[src/hw/tt_pkg.sv]
// Package with the constants, field layouts and carrier types of the thermal throttle block.
package tt_pkg;

  // ----------------------------------------------------------------
  // Register map (byte addresses, one 32-bit word each)
  // ----------------------------------------------------------------
  localparam int unsigned ADR_W = 8;
  localparam logic [7:0] OFS_CTRL = 8'h00;
  localparam logic [7:0] OFS_OPREQ = 8'h04;
  localparam logic [7:0] OFS_STATUS = 8'h08;
  localparam logic [7:0] OFS_ISTAT = 8'h0c;
  localparam logic [7:0] OFS_IMASK = 8'h10;

  // ----------------------------------------------------------------
  // Control register fields
  // ----------------------------------------------------------------
  localparam int unsigned CTRL_AUTO_EN = 0;
  localparam int unsigned CTRL_DUTY_LO = 1;
  localparam int unsigned CTRL_DUTY_HI = 3;
  localparam int unsigned CTRL_OD_EN = 4;
  localparam int unsigned CTRL_OPT_MODE = 5;
  localparam logic [7:0] RST_CTRL = 8'h00;

  // ----------------------------------------------------------------
  // Status register fields
  // ----------------------------------------------------------------
  localparam int unsigned STS_ACTIVE = 0;
  localparam int unsigned STS_HOT = 1;
  localparam int unsigned STS_SHUT = 2;
  localparam int unsigned STS_ALARM = 3;
  localparam int unsigned STS_OP_LO = 4;
  localparam int unsigned STS_OP_HI = 7;
  localparam int unsigned STS_DEFER = 8;

  // ----------------------------------------------------------------
  // Operating points and clock modulation
  // ----------------------------------------------------------------
  localparam int unsigned OP_W = 4;
  localparam logic [3:0] RST_OPREQ = 4'hf;
  localparam logic [3:0] THERM_OP = 4'h2;
  localparam int unsigned DUTY_W = 3;
  localparam logic [2:0] AUTO_DUTY = 3'h4;

  // ----------------------------------------------------------------
  // Interrupt events
  // ----------------------------------------------------------------
  localparam int unsigned EV_W = 4;
  localparam int unsigned EV_HOT = 0;
  localparam int unsigned EV_COOL = 1;
  localparam int unsigned EV_TRIP = 2;
  localparam int unsigned EV_OPAPP = 3;
  localparam logic [3:0] RST_IMASK = 4'h0;

  // ----------------------------------------------------------------
  // Carrier types
  // ----------------------------------------------------------------
  typedef struct packed {
    logic cyc;
    logic stb;
    logic we;
    logic [7:0] adr;
    logic [3:0] sel;
    logic [31:0] dat;
  } tt_wb_req_t;

  typedef struct packed {
    logic ext_irq;
    logic crit;
    logic trip_lo;
    logic trip_hi;
  } tt_sense_t;

  typedef enum logic [2:0] {
    TT_IDLE,
    TT_AUTO_MOD,
    TT_OD_MOD,
    TT_OPT,
    TT_OFF
  } tt_mode_t;

endpackage : tt_pkg

[src/hw/tt_sync.sv]
// Two-flop synchroniser for a group of asynchronous level inputs.
`timescale 1ns/1ps
module tt_sync #(
  parameter int unsigned W = 4
) (
  // Clock, reset and enable.
  input wire logic clk_i,
  input wire logic rst_i,
  input wire logic ce_i,
  // Asynchronous levels in, synchronised levels out.
  input wire logic [W-1:0] d_i,
  output logic [W-1:0] q_o
);

  typedef struct packed {
    logic [W-1:0] s1;
    logic [W-1:0] s2;
  } tt_sync_st_t;

  tt_sync_st_t s;
  tt_sync_st_t next_s;

  // The first stage feeds only the second stage, never any logic.
  always_comb
  begin
    next_s.s1 = d_i;
    next_s.s2 = s.s1;
  end

  // Registers, frozen while the clock enable is low.
  always_ff @(posedge clk_i)
  begin
    if (rst_i)
    begin
      s <= '0;
    end
    else if (ce_i)
    begin
      s <= next_s;
    end
  end

  assign q_o = s.s2;

endmodule : tt_sync

[src/hw/tt_duty.sv]
// Eighths-of-a-period clock modulation pattern generator.
`timescale 1ns/1ps
module tt_duty (
  // Clock, reset and enable.
  input wire logic clk_i,
  input wire logic rst_i,
  input wire logic ce_i,
  // Modulation request and on-time in eighths.
  input wire logic run_i,
  input wire logic [2:0] on_i,
  // High while the core clock may run.
  output logic on_o
);

  typedef struct packed {
    logic [2:0] phase;
  } tt_duty_st_t;

  tt_duty_st_t s;
  tt_duty_st_t next_s;

  // The phase wraps every eight cycles and restarts each time modulation begins.
  always_comb
  begin
    next_s = s;
    next_s.phase = run_i ? s.phase + 3'h1 : 3'h0;
  end

  always_ff @(posedge clk_i)
  begin
    if (rst_i)
    begin
      s <= '0;
    end
    else if (ce_i)
    begin
      s <= next_s;
    end
  end

  // On for the first on_i phases of each period.
  assign on_o = !run_i || (s.phase < on_i);

endmodule : tt_duty

[src/hw/tt_ctrl.sv]
// Thermal throttle controller top: sensing, throttle modes, alarms and register slave.
//
// Operation
// - Hot die with operating-point mode drops the point, then restores the request.
// - Automatic throttling engages only when the die reaches its maximum temperature.
// - Requests above the thermal target wait until the thermal episode ends.
// - Requests below the thermal target are applied at once during an episode.
// - Automatic clock modulation gates the core clock at a fixed half duty.
// - Cooling below the lower threshold stops automatic modulation; the active state clears unless on-demand is enabled.
// - Separate rise and fall thresholds keep the throttle from chattering.
// - The on-demand enable bit starts throttling at once, temperature regardless.
// - On-demand on-time comes from control bits 3:1 in eighths.
// - Automatic throttling overrides on-demand settings when the die is hot.
// - The hot alarm output is low while the die is above the trip point.
// - Snoops are answered the next cycle; interrupts are latched while throttled and served when clock runs.
// - The hot alarm is never newly raised in a clock-stopped low-power state.
// - An alarm raised before low power holds until exit and cooling.
// - A catastrophic temperature shuts the core down in every mode.
// - Shutdown acts independently of core activity and issues no bus cycle.
`timescale 1ns/1ps
module tt_ctrl (
  // Clock, reset and enable.
  input wire logic clk_i,
  input wire logic rst_i,
  input wire logic ce_i,
  // Wishbone slave.
  input wire tt_pkg::tt_wb_req_t wb_i,
  output logic wb_ack_o,
  output logic [31:0] wb_dat_o,
  // Asynchronous sensor comparators and external interrupt pin.
  input wire tt_pkg::tt_sense_t sense_i,
  // Core side, same clock.
  input wire logic lp_state_i,
  input wire logic irq_ack_i,
  input wire logic snoop_req_i,
  // Core side outputs.
  output logic core_clk_en_o,
  output logic irq_req_o,
  output logic snoop_ack_o,
  output logic throttle_active_o,
  output logic [3:0] op_point_o,
  // Platform pins.
  output logic hot_alarm_n_o,
  output logic overheat_shutdown_n_o,
  // Software interrupt.
  output logic irq_o
);

  // ----------------------------------------------------------------
  // State
  // ----------------------------------------------------------------
  typedef struct packed {
    logic ack;
    logic [31:0] dat;
    logic auto_en;
    logic od_en;
    logic opt_mode;
    logic [2:0] od_duty;
    logic [3:0] op_req;
    logic [3:0] op_cur;
    logic deferred;
    logic hot;
    logic alarm;
    logic shut;
    tt_pkg::tt_mode_t mode;
    logic active;
    logic gate;
    logic [3:0] ev;
    logic [3:0] mask;
    logic irq;
    logic irq_pend;
    logic irq_req;
    logic snoop_ack;
  } tt_ctrl_st_t;

  // One registered copy of the whole state; next_s is its combinational image.
  tt_ctrl_st_t s;
  tt_ctrl_st_t next_s;
  // Synchronised sensor levels; only these are read by the logic below.
  tt_pkg::tt_sense_t sn;
  // Modulation request, on-time and the resulting clock-on level.
  logic duty_run;
  logic [2:0] duty_on;
  logic duty_gate;

  // True when a register word holds the given offset.
  function automatic logic is_reg(input logic [7:0] adr, input logic [7:0] ofs);
    is_reg = (adr[7:2] == ofs[7:2]);
  endfunction : is_reg

  // ----------------------------------------------------------------
  // Input synchronisers and modulation pattern
  // ----------------------------------------------------------------
  // The comparators and the interrupt pin are asynchronous, so each passes two flops.
  // This costs two cycles of reaction, far below any thermal time constant.
  tt_sync #(
    .W(4)
  ) u_sync (
    .clk_i(clk_i),
    .rst_i(rst_i),
    .ce_i(ce_i),
    .d_i(sense_i),
    .q_o(sn)
  );

  // Automatic modulation is pinned at half duty; a zero on-demand field also runs at half.
  always_comb
  begin
    duty_run = (s.mode == tt_pkg::TT_AUTO_MOD) || (s.mode == tt_pkg::TT_OD_MOD);
    duty_on = tt_pkg::AUTO_DUTY;
    if (s.mode == tt_pkg::TT_OD_MOD && s.od_duty != 3'h0)
    begin
      duty_on = s.od_duty;
    end
  end

  tt_duty u_duty (
    .clk_i(clk_i),
    .rst_i(rst_i),
    .ce_i(ce_i),
    .run_i(duty_run),
    .on_i(duty_on),
    .on_o(duty_gate)
  );

  // ----------------------------------------------------------------
  // Next-state logic
  // ----------------------------------------------------------------
  always_comb
  begin
    logic hit;
    logic wr;
    logic auto_hot;
    logic [3:0] set_ev;
    logic [3:0] clr_ev;
    // Defaults first, so that every local and every field has a value on every path.
    hit = wb_i.cyc && wb_i.stb && !s.ack;
    wr = hit && wb_i.we && wb_i.sel[0];
    set_ev = 4'h0;
    clr_ev = 4'h0;
    auto_hot = 1'b0;
    next_s = s;
    next_s.ack = hit;

    // Trip detection uses two thresholds so noise near the trip cannot chatter.
    if (sn.trip_hi)
    begin
      next_s.hot = 1'b1;
    end
    else if (!sn.trip_lo)
    begin
      next_s.hot = 1'b0;
    end
    set_ev[tt_pkg::EV_HOT] = next_s.hot && !s.hot;
    set_ev[tt_pkg::EV_COOL] = !next_s.hot && s.hot;

    // Shutdown latches until reset; it needs no core cooperation and no bus cycle.
    if (sn.crit)
    begin
      next_s.shut = 1'b1;
    end
    set_ev[tt_pkg::EV_TRIP] = next_s.shut && !s.shut;

    // Mode selection, shutdown first, then automatic, then on-demand.
    // Shutdown outranks every mode; automatic outranks on-demand only while hot.
    auto_hot = s.auto_en && s.hot;
    if (s.shut)
    begin
      next_s.mode = tt_pkg::TT_OFF;
    end
    else if (auto_hot && s.opt_mode)
    begin
      next_s.mode = tt_pkg::TT_OPT;
    end
    else if (auto_hot)
    begin
      next_s.mode = tt_pkg::TT_AUTO_MOD;
    end
    else if (s.od_en)
    begin
      next_s.mode = tt_pkg::TT_OD_MOD;
    end
    else
    begin
      next_s.mode = tt_pkg::TT_IDLE;
    end
    next_s.active = (next_s.mode != tt_pkg::TT_IDLE);

    // The core clock stops for good once shutdown is taken.
    // The new shutdown value is used so the clock stops in the same cycle as the pin.
    next_s.gate = !next_s.shut && duty_gate;

    // Operating point: higher code means higher frequency.
    // A request at the target simply stays there; only one above it is flagged.
    if (s.mode == tt_pkg::TT_OPT)
    begin
      if (s.op_req < tt_pkg::THERM_OP)
      begin
        next_s.op_cur = s.op_req;
        next_s.deferred = 1'b0;
      end
      else
      begin
        next_s.op_cur = tt_pkg::THERM_OP;
        next_s.deferred = (s.op_req > tt_pkg::THERM_OP);
      end
    end
    else
    begin
      next_s.op_cur = s.op_req;
      next_s.deferred = 1'b0;
      set_ev[tt_pkg::EV_OPAPP] = s.deferred;
    end

    // A low-power state freezes the alarm; it can neither rise nor fall inside it.
    if (!lp_state_i)
    begin
      next_s.alarm = s.hot;
    end
    else
    begin
      next_s.alarm = s.alarm;
    end

    // External interrupts stay latched while throttled and are offered only with clock on.
    if (irq_ack_i)
    begin
      next_s.irq_pend = 1'b0;
    end
    if (sn.ext_irq)
    begin
      next_s.irq_pend = 1'b1;
    end
    next_s.irq_req = next_s.irq_pend && next_s.gate;
    next_s.snoop_ack = snoop_req_i;

    // Register writes.
    // Only byte lane 0 carries fields, so a write without it changes nothing.
    if (wr && is_reg(wb_i.adr, tt_pkg::OFS_CTRL))
    begin
      next_s.auto_en = wb_i.dat[tt_pkg::CTRL_AUTO_EN];
      next_s.od_duty = wb_i.dat[tt_pkg::CTRL_DUTY_HI:tt_pkg::CTRL_DUTY_LO];
      next_s.od_en = wb_i.dat[tt_pkg::CTRL_OD_EN];
      next_s.opt_mode = wb_i.dat[tt_pkg::CTRL_OPT_MODE];
    end
    if (wr && is_reg(wb_i.adr, tt_pkg::OFS_OPREQ))
    begin
      next_s.op_req = wb_i.dat[3:0];
    end
    if (wr && is_reg(wb_i.adr, tt_pkg::OFS_IMASK))
    begin
      next_s.mask = wb_i.dat[3:0];
    end
    if (wr && is_reg(wb_i.adr, tt_pkg::OFS_ISTAT))
    begin
      clr_ev = wb_i.dat[3:0];
    end

    // Write-one-to-clear; an event in the same cycle keeps its bit set.
    next_s.ev = (s.ev & ~clr_ev) | set_ev;
    next_s.irq = |(next_s.ev & next_s.mask);

    // Read data, zero for unmapped words.
    // Zero outside an acknowledged read keeps any bus multiplexer downstream simple.
    next_s.dat = 32'h0000_0000;
    if (hit && !wb_i.we)
    begin
      if (is_reg(wb_i.adr, tt_pkg::OFS_CTRL))
      begin
        next_s.dat[tt_pkg::CTRL_AUTO_EN] = s.auto_en;
        next_s.dat[tt_pkg::CTRL_DUTY_HI:tt_pkg::CTRL_DUTY_LO] = s.od_duty;
        next_s.dat[tt_pkg::CTRL_OD_EN] = s.od_en;
        next_s.dat[tt_pkg::CTRL_OPT_MODE] = s.opt_mode;
      end
      else if (is_reg(wb_i.adr, tt_pkg::OFS_OPREQ))
      begin
        next_s.dat[3:0] = s.op_req;
      end
      else if (is_reg(wb_i.adr, tt_pkg::OFS_STATUS))
      begin
        next_s.dat[tt_pkg::STS_ACTIVE] = s.active;
        next_s.dat[tt_pkg::STS_HOT] = s.hot;
        next_s.dat[tt_pkg::STS_SHUT] = s.shut;
        next_s.dat[tt_pkg::STS_ALARM] = s.alarm;
        next_s.dat[tt_pkg::STS_OP_HI:tt_pkg::STS_OP_LO] = s.op_cur;
        next_s.dat[tt_pkg::STS_DEFER] = s.deferred;
      end
      else if (is_reg(wb_i.adr, tt_pkg::OFS_ISTAT))
      begin
        next_s.dat[3:0] = s.ev;
      end
      else if (is_reg(wb_i.adr, tt_pkg::OFS_IMASK))
      begin
        next_s.dat[3:0] = s.mask;
      end
    end
  end

  // ----------------------------------------------------------------
  // State register
  // ----------------------------------------------------------------
  // Reset loads the package defaults; a low enable freezes every other update.
  always_ff @(posedge clk_i)
  begin
    if (rst_i)
    begin
      s <= '0;
      s.auto_en <= tt_pkg::RST_CTRL[tt_pkg::CTRL_AUTO_EN];
      s.od_en <= tt_pkg::RST_CTRL[tt_pkg::CTRL_OD_EN];
      s.opt_mode <= tt_pkg::RST_CTRL[tt_pkg::CTRL_OPT_MODE];
      s.od_duty <= tt_pkg::RST_CTRL[tt_pkg::CTRL_DUTY_HI:tt_pkg::CTRL_DUTY_LO];
      s.op_req <= tt_pkg::RST_OPREQ;
      s.op_cur <= tt_pkg::RST_OPREQ;
      s.mask <= tt_pkg::RST_IMASK;
      s.mode <= tt_pkg::TT_IDLE;
      s.gate <= 1'b1;
    end
    else if (ce_i)
    begin
      s <= next_s;
    end
  end

  // ----------------------------------------------------------------
  // Outputs, all straight from the state register
  // ----------------------------------------------------------------
  assign wb_ack_o = s.ack;
  assign wb_dat_o = s.dat;
  assign core_clk_en_o = s.gate;
  assign irq_req_o = s.irq_req;
  assign snoop_ack_o = s.snoop_ack;
  assign throttle_active_o = s.active;
  assign op_point_o = s.op_cur;
  // Both platform pins are active low and idle high out of reset.
  assign hot_alarm_n_o = !s.alarm;
  assign overheat_shutdown_n_o = !s.shut;
  assign irq_o = s.irq;

endmodule : tt_ctrl

[config.mk]
export PLATFORM = sky130hd
export DESIGN_NAME = tt_ctrl
export DESIGN_NICKNAME = d
export VERILOG_FILES = /design/src/hw/tt_pkg.sv /design/src/hw/tt_sync.sv /design/src/hw/tt_duty.sv /design/src/hw/tt_ctrl.sv
export SDC_FILE = /design/constraint.sdc
export NUM_CORES = 1
export LEC_CHECK = 0
export ABC_AREA = 1
export BUFFER_PORTS_ARGS = -buffer_cell sky130_fd_sc_hd__buf_2
export CAP_MARGIN = 15
export CORE_MARGIN = 1
export CORE_UTILIZATION = 54
export CTS_CLUSTER_DIAMETER = 150
export DETAILED_ROUTE_END_ITERATION = 12
export GPL_ROUTABILITY_DRIVEN = 0
export PLACE_DENSITY = 0.93
export SLEW_MARGIN = 20
export SYNTH_ARGS = -nofsm -noshare
export SYNTH_HDL_FRONTEND = slang
export SYNTH_SLANG_ARGS = --single-unit
export TNS_END_PERCENT = 30
[constraint.sdc]
create_clock -name clk_i -period 3.72 [get_ports clk_i]
set_input_delay 0.93 -clock clk_i [delete_from_list [all_inputs] [get_ports clk_i]]
set_output_delay 0.93 -clock clk_i [all_outputs]
set_load 0.02 [all_outputs]
==> impl_metrics.yaml, run 1 <==
run_status:
  run_status: "finished clean"
yosys:
  synth_seq_cells: 56
  yosys_warnings: 0
  synth_area_per_cell_um2: 7.23
  syn_inst: 401
  synthesis.area_um2: 2900
  synth-seq-area-share_pct: 38.7
  synth.lib_cells_used.distinct: 33
finish:
  final_design_area_no_fill_um2: 3090
  nets_final: 489
  final_layout_size_suffix_gt1_share_pct: 18.2
  layout-area-overhead-vs-synth_pct: 6.52
  antennaDiodeCount: 0
  finalCoreUtilization_pct: 60.1
detailed_routing:
  antenna_violating_nets_post_route: 0
  drtPass1Iterations: 4
  drc: 0
  vias_per_cell: 5.09
  num_vias: 2541
  drt_iter0_markers: 235
  detailroute.wirelength.met3_um: 409
  routed-wl-met2_um: 2840
  postRouteWirelength_um: 5810
  detail_route.wl_per_cell_um: 11.6
  dr.max_layer_used: "met4"
  detail_route.wirelength.met1_um: 2490
floorplan:
  floorplan.rows: 26
  initial_utilization_pct: 56.4
  die_x_um: 75.3
  die-area_um2: 5670
  io_pins: 101
  die_y_um: 75.3
  core_area_um2: 5140
sta:
  finalWorstPathRequiredPeriod_ps: 2000
  layout_setup_ws_ps: 1720
  report.final.hold_viol_count: 0
  maxSlewHeadroom_pct: 63.9
  fmaxAchievable_ghz: 0.500
  worstMarginPinSlew_ps: 541
  setup_viol: 0
  final.setup.tns_ps: 0
  grt_setup_unrepaired: "false"
  timing.final.max_slew_violations: 0
  min_period_over_period_pct: 53.8
  finClkSkew_ps: 10.2
clock_network:
  clk_tree_root_cell: "sky130_fd_sc_hd__clkbuf_8"
  cts.sink_count: 56
  cts_htree_levels: 2
  cts_tree: "done"
  post_cts_resized: 0
  cts-hold-fix-buffers: 0
  postCtsSetupBuffers: 0
  clk_latency_ps: 310
  cts-root-to-sink-buffers: 2
  total_clock_buffers_created_by_cts: 5
  path_clk_slew_ps: 90
grt:
  antenna_found_initial: 0
  overflow: 0
  grt_pass1_vias: 2334
  grt_first_pass_wirelength_um: 9920
  grt_util_all_layers_pct: 22.7
  grt_start_max_net_pins: 38
worst_setup_path:
  critical_path.startpoint_type: "input pin"
  worstSetupPathType: "input pin to flop"
  critPathRequiredTime_ps: 3970
  critical_path.endpoint_type: "flop"
  r2r-start: "s[16]$_SDFFE_PP0P_"
  critPathMaxFanout: 29
  critical_path.startpoint: "ce_i"
  cp_data_arrival_time_ps: 2250
power:
  total_leakage_power_nw: 1.44
  power.internal_mw: 0.832
  vdd_drop_max_mv: 0.280
  clock_network_power_share_pct: 30.7
  power_switching_share_pct: 26.5
  powerDensity_nw_per_um2: 367
  power_frac_comb_pct: 13.1
  power_spent_charging_and_discharging_nets_mw: 0.301
  seq_power_share_pct: 56.1
placement:
  estimated_wirelength_of_the_detail_placed_design_um: 4240
  port-buffer-count: 46
  pre_cts_ws_ps: 1390
  dpl_cell_area_um2: 2990
run:
  max-cap-violations: 0
min_path:
  hold_path_class: "flop to flop"
  timing.hold.worst.start: "wb_dat_o[1]$_SDFFE_PP0P_"
metrics by stage:
| stage | power [mW] | hold slack, ps | instances |
|---|---|---|---|
| 3_5_place_dp | 0.797 | 454 | 492 |
| 4_1_cts | 1.14 | 468 | 499 |
| 5_1_grt | 1.19 | 496 | 499 |
| 6_report | 1.13 | 465 | 499 |
| 3_3_place_gp | 0.793 | 450 | 492 |
| 2_1_floorplan | 0.775 | 436 | 423 |
cells in the mapped netlist (all sizes together):
| library cell | n | area [um^2] |
|---|---|---|
| ha | 3 | 37.5 |
| a211oi | 2 | 15.0 |
| a21oi | 43 | 215 |
| buf | 43 | 308 |
| or2 | 2 | 12.5 |
| clkbuf | 8 | 30.0 |
| nand2 | 80 | 328 |
| inv | 36 | 135 |
| o211a | 1 | 10.0 |
| o21ai | 37 | 189 |
| conb | 1 | 3.75 |
| o22ai | 1 | 6.26 |
| nand3 | 21 | 115 |
| nor3 | 4 | 20.0 |
| xor2 | 1 | 8.76 |
| dfxtp | 56 | 1120 |
| nand4 | 5 | 31.3 |
| clkinv | 1 | 3.75 |
| nor4 | 1 | 12.5 |
| nor2 | 50 | 260 |
| o211ai | 4 | 30.0 |
| a31oi | 1 | 6.26 |
per-layer routing:
| layer | global-route usage (%) | vias up |
|---|---|---|
| met5 | 0 | - |
| li1 | - | 1288 |
| met1 | 27.8 | 1148 |
| met4 | 6.79 | 0 |
| met3 | 4.82 | 9 |
| met2 | 40.1 | 96 |
placed cells by master, fill, tap and decap left out, types with 5 or more instances in the layout:
cell | synthesis | layout
sky130_fd_sc_hd__nand4_1 | 5 | 5
sky130_fd_sc_hd__nand2_2 | 5 | 5
sky130_fd_sc_hd__inv_1 | 36 | 36
sky130_fd_sc_hd__conb_1 | 1 | 23
sky130_fd_sc_hd__nor2_1 | 42 | 42
sky130_fd_sc_hd__nand2_1 | 73 | 73
sky130_fd_sc_hd__nand3_1 | 19 | 19
sky130_fd_sc_hd__buf_2 | 3 | 46
sky130_fd_sc_hd__dfxtp_1 | 56 | 56
sky130_fd_sc_hd__clkbuf_8 | 0 | 7
sky130_fd_sc_hd__a21oi_1 | 43 | 43
sky130_fd_sc_hd__nor2_4 | 5 | 5
sky130_fd_sc_hd__o21ai_0 | 32 | 32
power by group through the flow:
| stage | Sequential, mW | Combinational [mW] | Clock (mW) |
|---|---|---|---|
| 2_1_floorplan | 0.651 | 0.124 | 0 |
| 3_3_place_gp | 0.649 | 0.144 | 0 |
| 3_5_place_dp | 0.650 | 0.148 | 0 |
| 4_1_cts | 0.636 | 0.148 | 0.355 |
| 5_1_grt | 0.639 | 0.169 | 0.380 |
| 6_report | 0.636 | 0.149 | 0.348 |
cell families after synthesis:
kind of cell / after synthesis / share of synthesized area [%]
buf+inv: 88 / 16.4
other cells: 1 / 0.129
xor+xnor: 1 / 0.302
compound gates: 89 / 16.3
flops: 56 / 38.7
simple gates: 163 / 26.9
fa+ha+maj: 3 / 1.29
critical path, stage by stage:
cell,delay [ps]
sky130_fd_sc_hd__buf_2,100
sky130_fd_sc_hd__inv_1,400
sky130_fd_sc_hd__buf_4,380
sky130_fd_sc_hd__a21oi_1,110
sky130_fd_sc_hd__nand2_1,90
sky130_fd_sc_hd__nand2_1,50
sky130_fd_sc_hd__nand2_1,60
sky130_fd_sc_hd__nor2_1,40
sky130_fd_sc_hd__nor2_1,80
state kept, by name, summed over array words and instances (netlist names), 3 cells and up:
name / flops
u_sync.next_s: 4
op_point_o: 4
s: 26
u_duty.s: 3
u_sync.q_o: 4
wb_dat_o: 9
area by class of cell:
type / instances / area (um^2)
timing repair buffer: 50 / 260
fill: 490 / 2050
inverter: 37 / 139
sequential: 56 / 1120
multi-input combinational: 279 / 1380
clock buffer: 7 / 96.3
tap: 70 / 87.6
worst paths after layout:
check	to	cells past startpoint	slack, ps
max	irq_o$_SDFFE_PP0P_	9	1720
min	wb_dat_o[1]$_SDFFE_PP0P_	2	470
max reg2reg	irq_req_o$_SDFFE_PP0P_	11	1990
min reg2reg	wb_dat_o[1]$_SDFFE_PP0P_	2	470
No activity file was read; power rests on OpenSTA's default activity.
==> run 2: changes to the inputs <==
- ABC_AREA: 1 -> 0
- CORE_UTILIZATION: 54 -> 45
- PLACE_DENSITY: 0.93 -> 0.84
- clock period: 3.72 -> 1.7 ns (I/O delays scaled with it)
==> impl_metrics.yaml, run 2 <==
worst_setup_path:
  worstSetupPathType: "flop to flop"
  cells_along_the_critical_path: "or3b_4 > or2_4 > ha_4 > o31a_1 > o21a_1 > or3_1 > a21oi_2"
  critical_path.startpoint_type: "flop"
  critical_path.endpoint_type: "flop"
  worst-path-stages: 7
  cp_data_arrival_time_ps: 2280
  cp_slowest_stage_delay_ps: 390
  timing.critical_path.max_delay_family: "simple AND/OR/NAND/NOR gates"
  rr_worst_depth: 7
  critPathSlowestCell: "sky130_fd_sc_hd__or3b_4"
  critPathMaxFanout: 2
  critPathRequiredTime_ps: 1960
  critPathBufInv: 0
grt:
  grt_start_max_net_pins: 21
  grt_util_all_layers_pct: 22.2
  overflow: 0
  grt_pass1_vias: 2366
  antenna_found_initial: 0
  grt_first_pass_wirelength_um: 11200
yosys:
  syn_inst: 337
  yosys-mux-area-fraction_pct: 10.3
  async_reset_ff_share_pct: 0
  post_synth_xor_area_fraction_pct: 0.919
  synth_top_area_share_pct: 39.2
  synthSimpleGateAreaFrac_pct: 19.7
  yosys_warnings: 0
  synth.lib_cells_used.distinct: 49
  synthAdderAreaFrac_pct: 1.31
  synth-seq-area-share_pct: 39.2
  post_synth_main_area_contributors: "sky130_fd_sc_hd__dfxtp_1, sky130_fd_sc_hd__buf_4, sky130_fd_sc_hd__mux2i_1, sky130_fd_sc_hd__nor2_1, sky130_fd_sc_hd__a21oi_1"
  synth_area_per_cell_um2: 8.48
  synth_seq_cells: 56
  synthMostInstantiatedCell: "sky130_fd_sc_hd__dfxtp_1"
  complex_gate_fraction_of_the_synthesized_area_pct: 15.0
  synth_top_area_cell: "sky130_fd_sc_hd__dfxtp_1"
  synthesis.area_um2: 2860
  top_ff_cell_synth: "sky130_fd_sc_hd__dfxtp_1"
  post_synth_most_frequent_cells: "sky130_fd_sc_hd__dfxtp_1, sky130_fd_sc_hd__nor2_1, sky130_fd_sc_hd__buf_4"
  synth_top_family_by_area: "simple AND/OR/NAND/NOR gates"
  synth_enable_flop_cells: 0
sta:
  min_period_over_period_pct: 118
  fmaxAchievable_ghz: 0.497
  report.final.hold_viol_count: 0
  setup_viol: 3
  grt_setup_unrepaired: "true"
  timing.final.max_slew_violations: 0
  hold_ws_ps: 330
  finClkSkew_ps: 9.08
  layout_setup_ws_ps: -312
  finalWorstPathRequiredPeriod_ps: 2010
finish:
  largest_reg_flops: 26
  final_layout_size_suffix_gt1_share_pct: 29.5
  final_common_cell: "sky130_fd_sc_hd__dfxtp_1"
  layout_common_cells: "sky130_fd_sc_hd__dfxtp_1, sky130_fd_sc_hd__nor2_1, sky130_fd_sc_hd__buf_2, sky130_fd_sc_hd__buf_4, sky130_fd_sc_hd__mux2i_1"
  layout-area-overhead-vs-synth_pct: 19.3
  antennaDiodeCount: 0
  registers.top_by_ff_count: "s"
  nets_final: 456
clock_network:
  cts-root-to-sink-buffers: 2
  cts-hold-fix-buffers: 0
  cts_htree_levels: 2
  cts_tree: "done"
  clk_latency_ps: 320
  cts.sink_count: 56
  path_clk_slew_ps: 110
  total_clock_buffers_created_by_cts: 5
  clk_tree_root_cell: "sky130_fd_sc_hd__clkbuf_8"
detailed_routing:
  drt_iter0_markers: 225
  drtPass1Iterations: 4
  antenna_violating_nets_post_route: 0
  detail_route.wl_per_cell_um: 14.6
  postRouteWirelength_um: 6900
  num_vias: 2539
  vias_per_cell: 5.38
  drc: 0
floorplan:
  core_area_um2: 6030
  die_x_um: 81.7
  die-area_um2: 6680
  io_pins: 101
  die_y_um: 81.7
  initial_utilization_pct: 47.4
  floorplan.rows: 28
placement:
  port-buffer-count: 46
  estimated_wirelength_of_the_detail_placed_design_um: 5100
  pre_cts_ws_ps: -491
run_status:
  run_status: "finished with violations"
  failed_checks: "setup timing"
min_path:
  whs_path_depth: 3
  hold_path_class: "input pin to flop"
power:
  vdd_drop_max_mv: 0.473
  total_leakage_power_nw: 1.53
  powerDensity_nw_per_um2: 717
run:
  max-cap-violations: 0
==> run 2: worst paths after layout <==
kind	slack [ps]	from	end
worst min-delay path	330	wb_i[5]	s[32]$_SDFFE_PP0P_
worst max register to register	-310	s[16]$_SDFFE_PP0P_	irq_req_o$_SDFFE_PP0P_
worst max-delay path	-310	s[16]$_SDFFE_PP0P_	irq_req_o$_SDFFE_PP0P_
worst min register to register	440	wb_dat_o[3]$_SDFFE_PP0P_	wb_dat_o[3]$_SDFFE_PP0P_
==> run 2: cells by family after synthesis <==
kind of cell    after synthesis
flops                        56
compound gates               64
simple gates                119
other cells                   1
fa+ha+maj                     3
buf+inv                      62
mux                          29
xor+xnor                      3
==> run 2: worst register-to-register path, delay by kind of cell, from the launching register on <==
family | cells | cell delay (ps)
AOI/OAI and AO/OA | 3 | 410
adders and majority gates | 1 | 210
DFF | 1 | 340
and+or+nand+nor | 3 | 990
==> run 2: power breakdown <==
part	switching, mW	internal (mW)	total (mW)	leakage (nW)
clock network	0.455	0.296	0.751	0.0485
registers	0.0218	1.34	1.36	0.456
logic	0.214	0.120	0.334	1.02
total	0.690	1.76	2.45	1.53
==> run 2: through the flow <==
step	total power [mW]	area (um^2)	util, %	cells	TNS [ps]
6_report	2.45	3410	56.6	472	-632
5_1_grt	2.55	3410	56.6	472	-916
4_1_cts	2.45	3360	55.7	471	-702
3_5_place_dp	1.70	3190	52.9	459	-10450
3_3_place_gp	1.69	3190	52.9	459	-9250
2_1_floorplan	1.63	2980	-	359	-4540
==> run 2: final cells by class <==
type | instances | area (um^2)
inverters | 11 | 41.3
well taps | 75 | 93.8
flip-flops and latches | 56 | 1120
clock buffers | 5 | 68.8
clock inverters | 3 | 22.5
multi-input cells | 241 | 1550
repair buffers | 81 | 508
fillers | 541 | 2620
==> run 2: metal layers <==
layer  GRT usage [%]  routed length (um)
met4            8.25                 166
met5               0                   0
met2            34.9                3140
met1            30.0                3020
met3            4.22                 573
==> run 2: timing repair <==
| action | 4_1_cts | 5_1_grt |
|---|---|---|
| gates cloned | 0 | 0 |
| endpoints found under the setup margin | 22 | 24 |
| pin swaps | 8 | 6 |
| gates resized for setup | 16 | 10 |
| setup buffers | 5 | 1 |
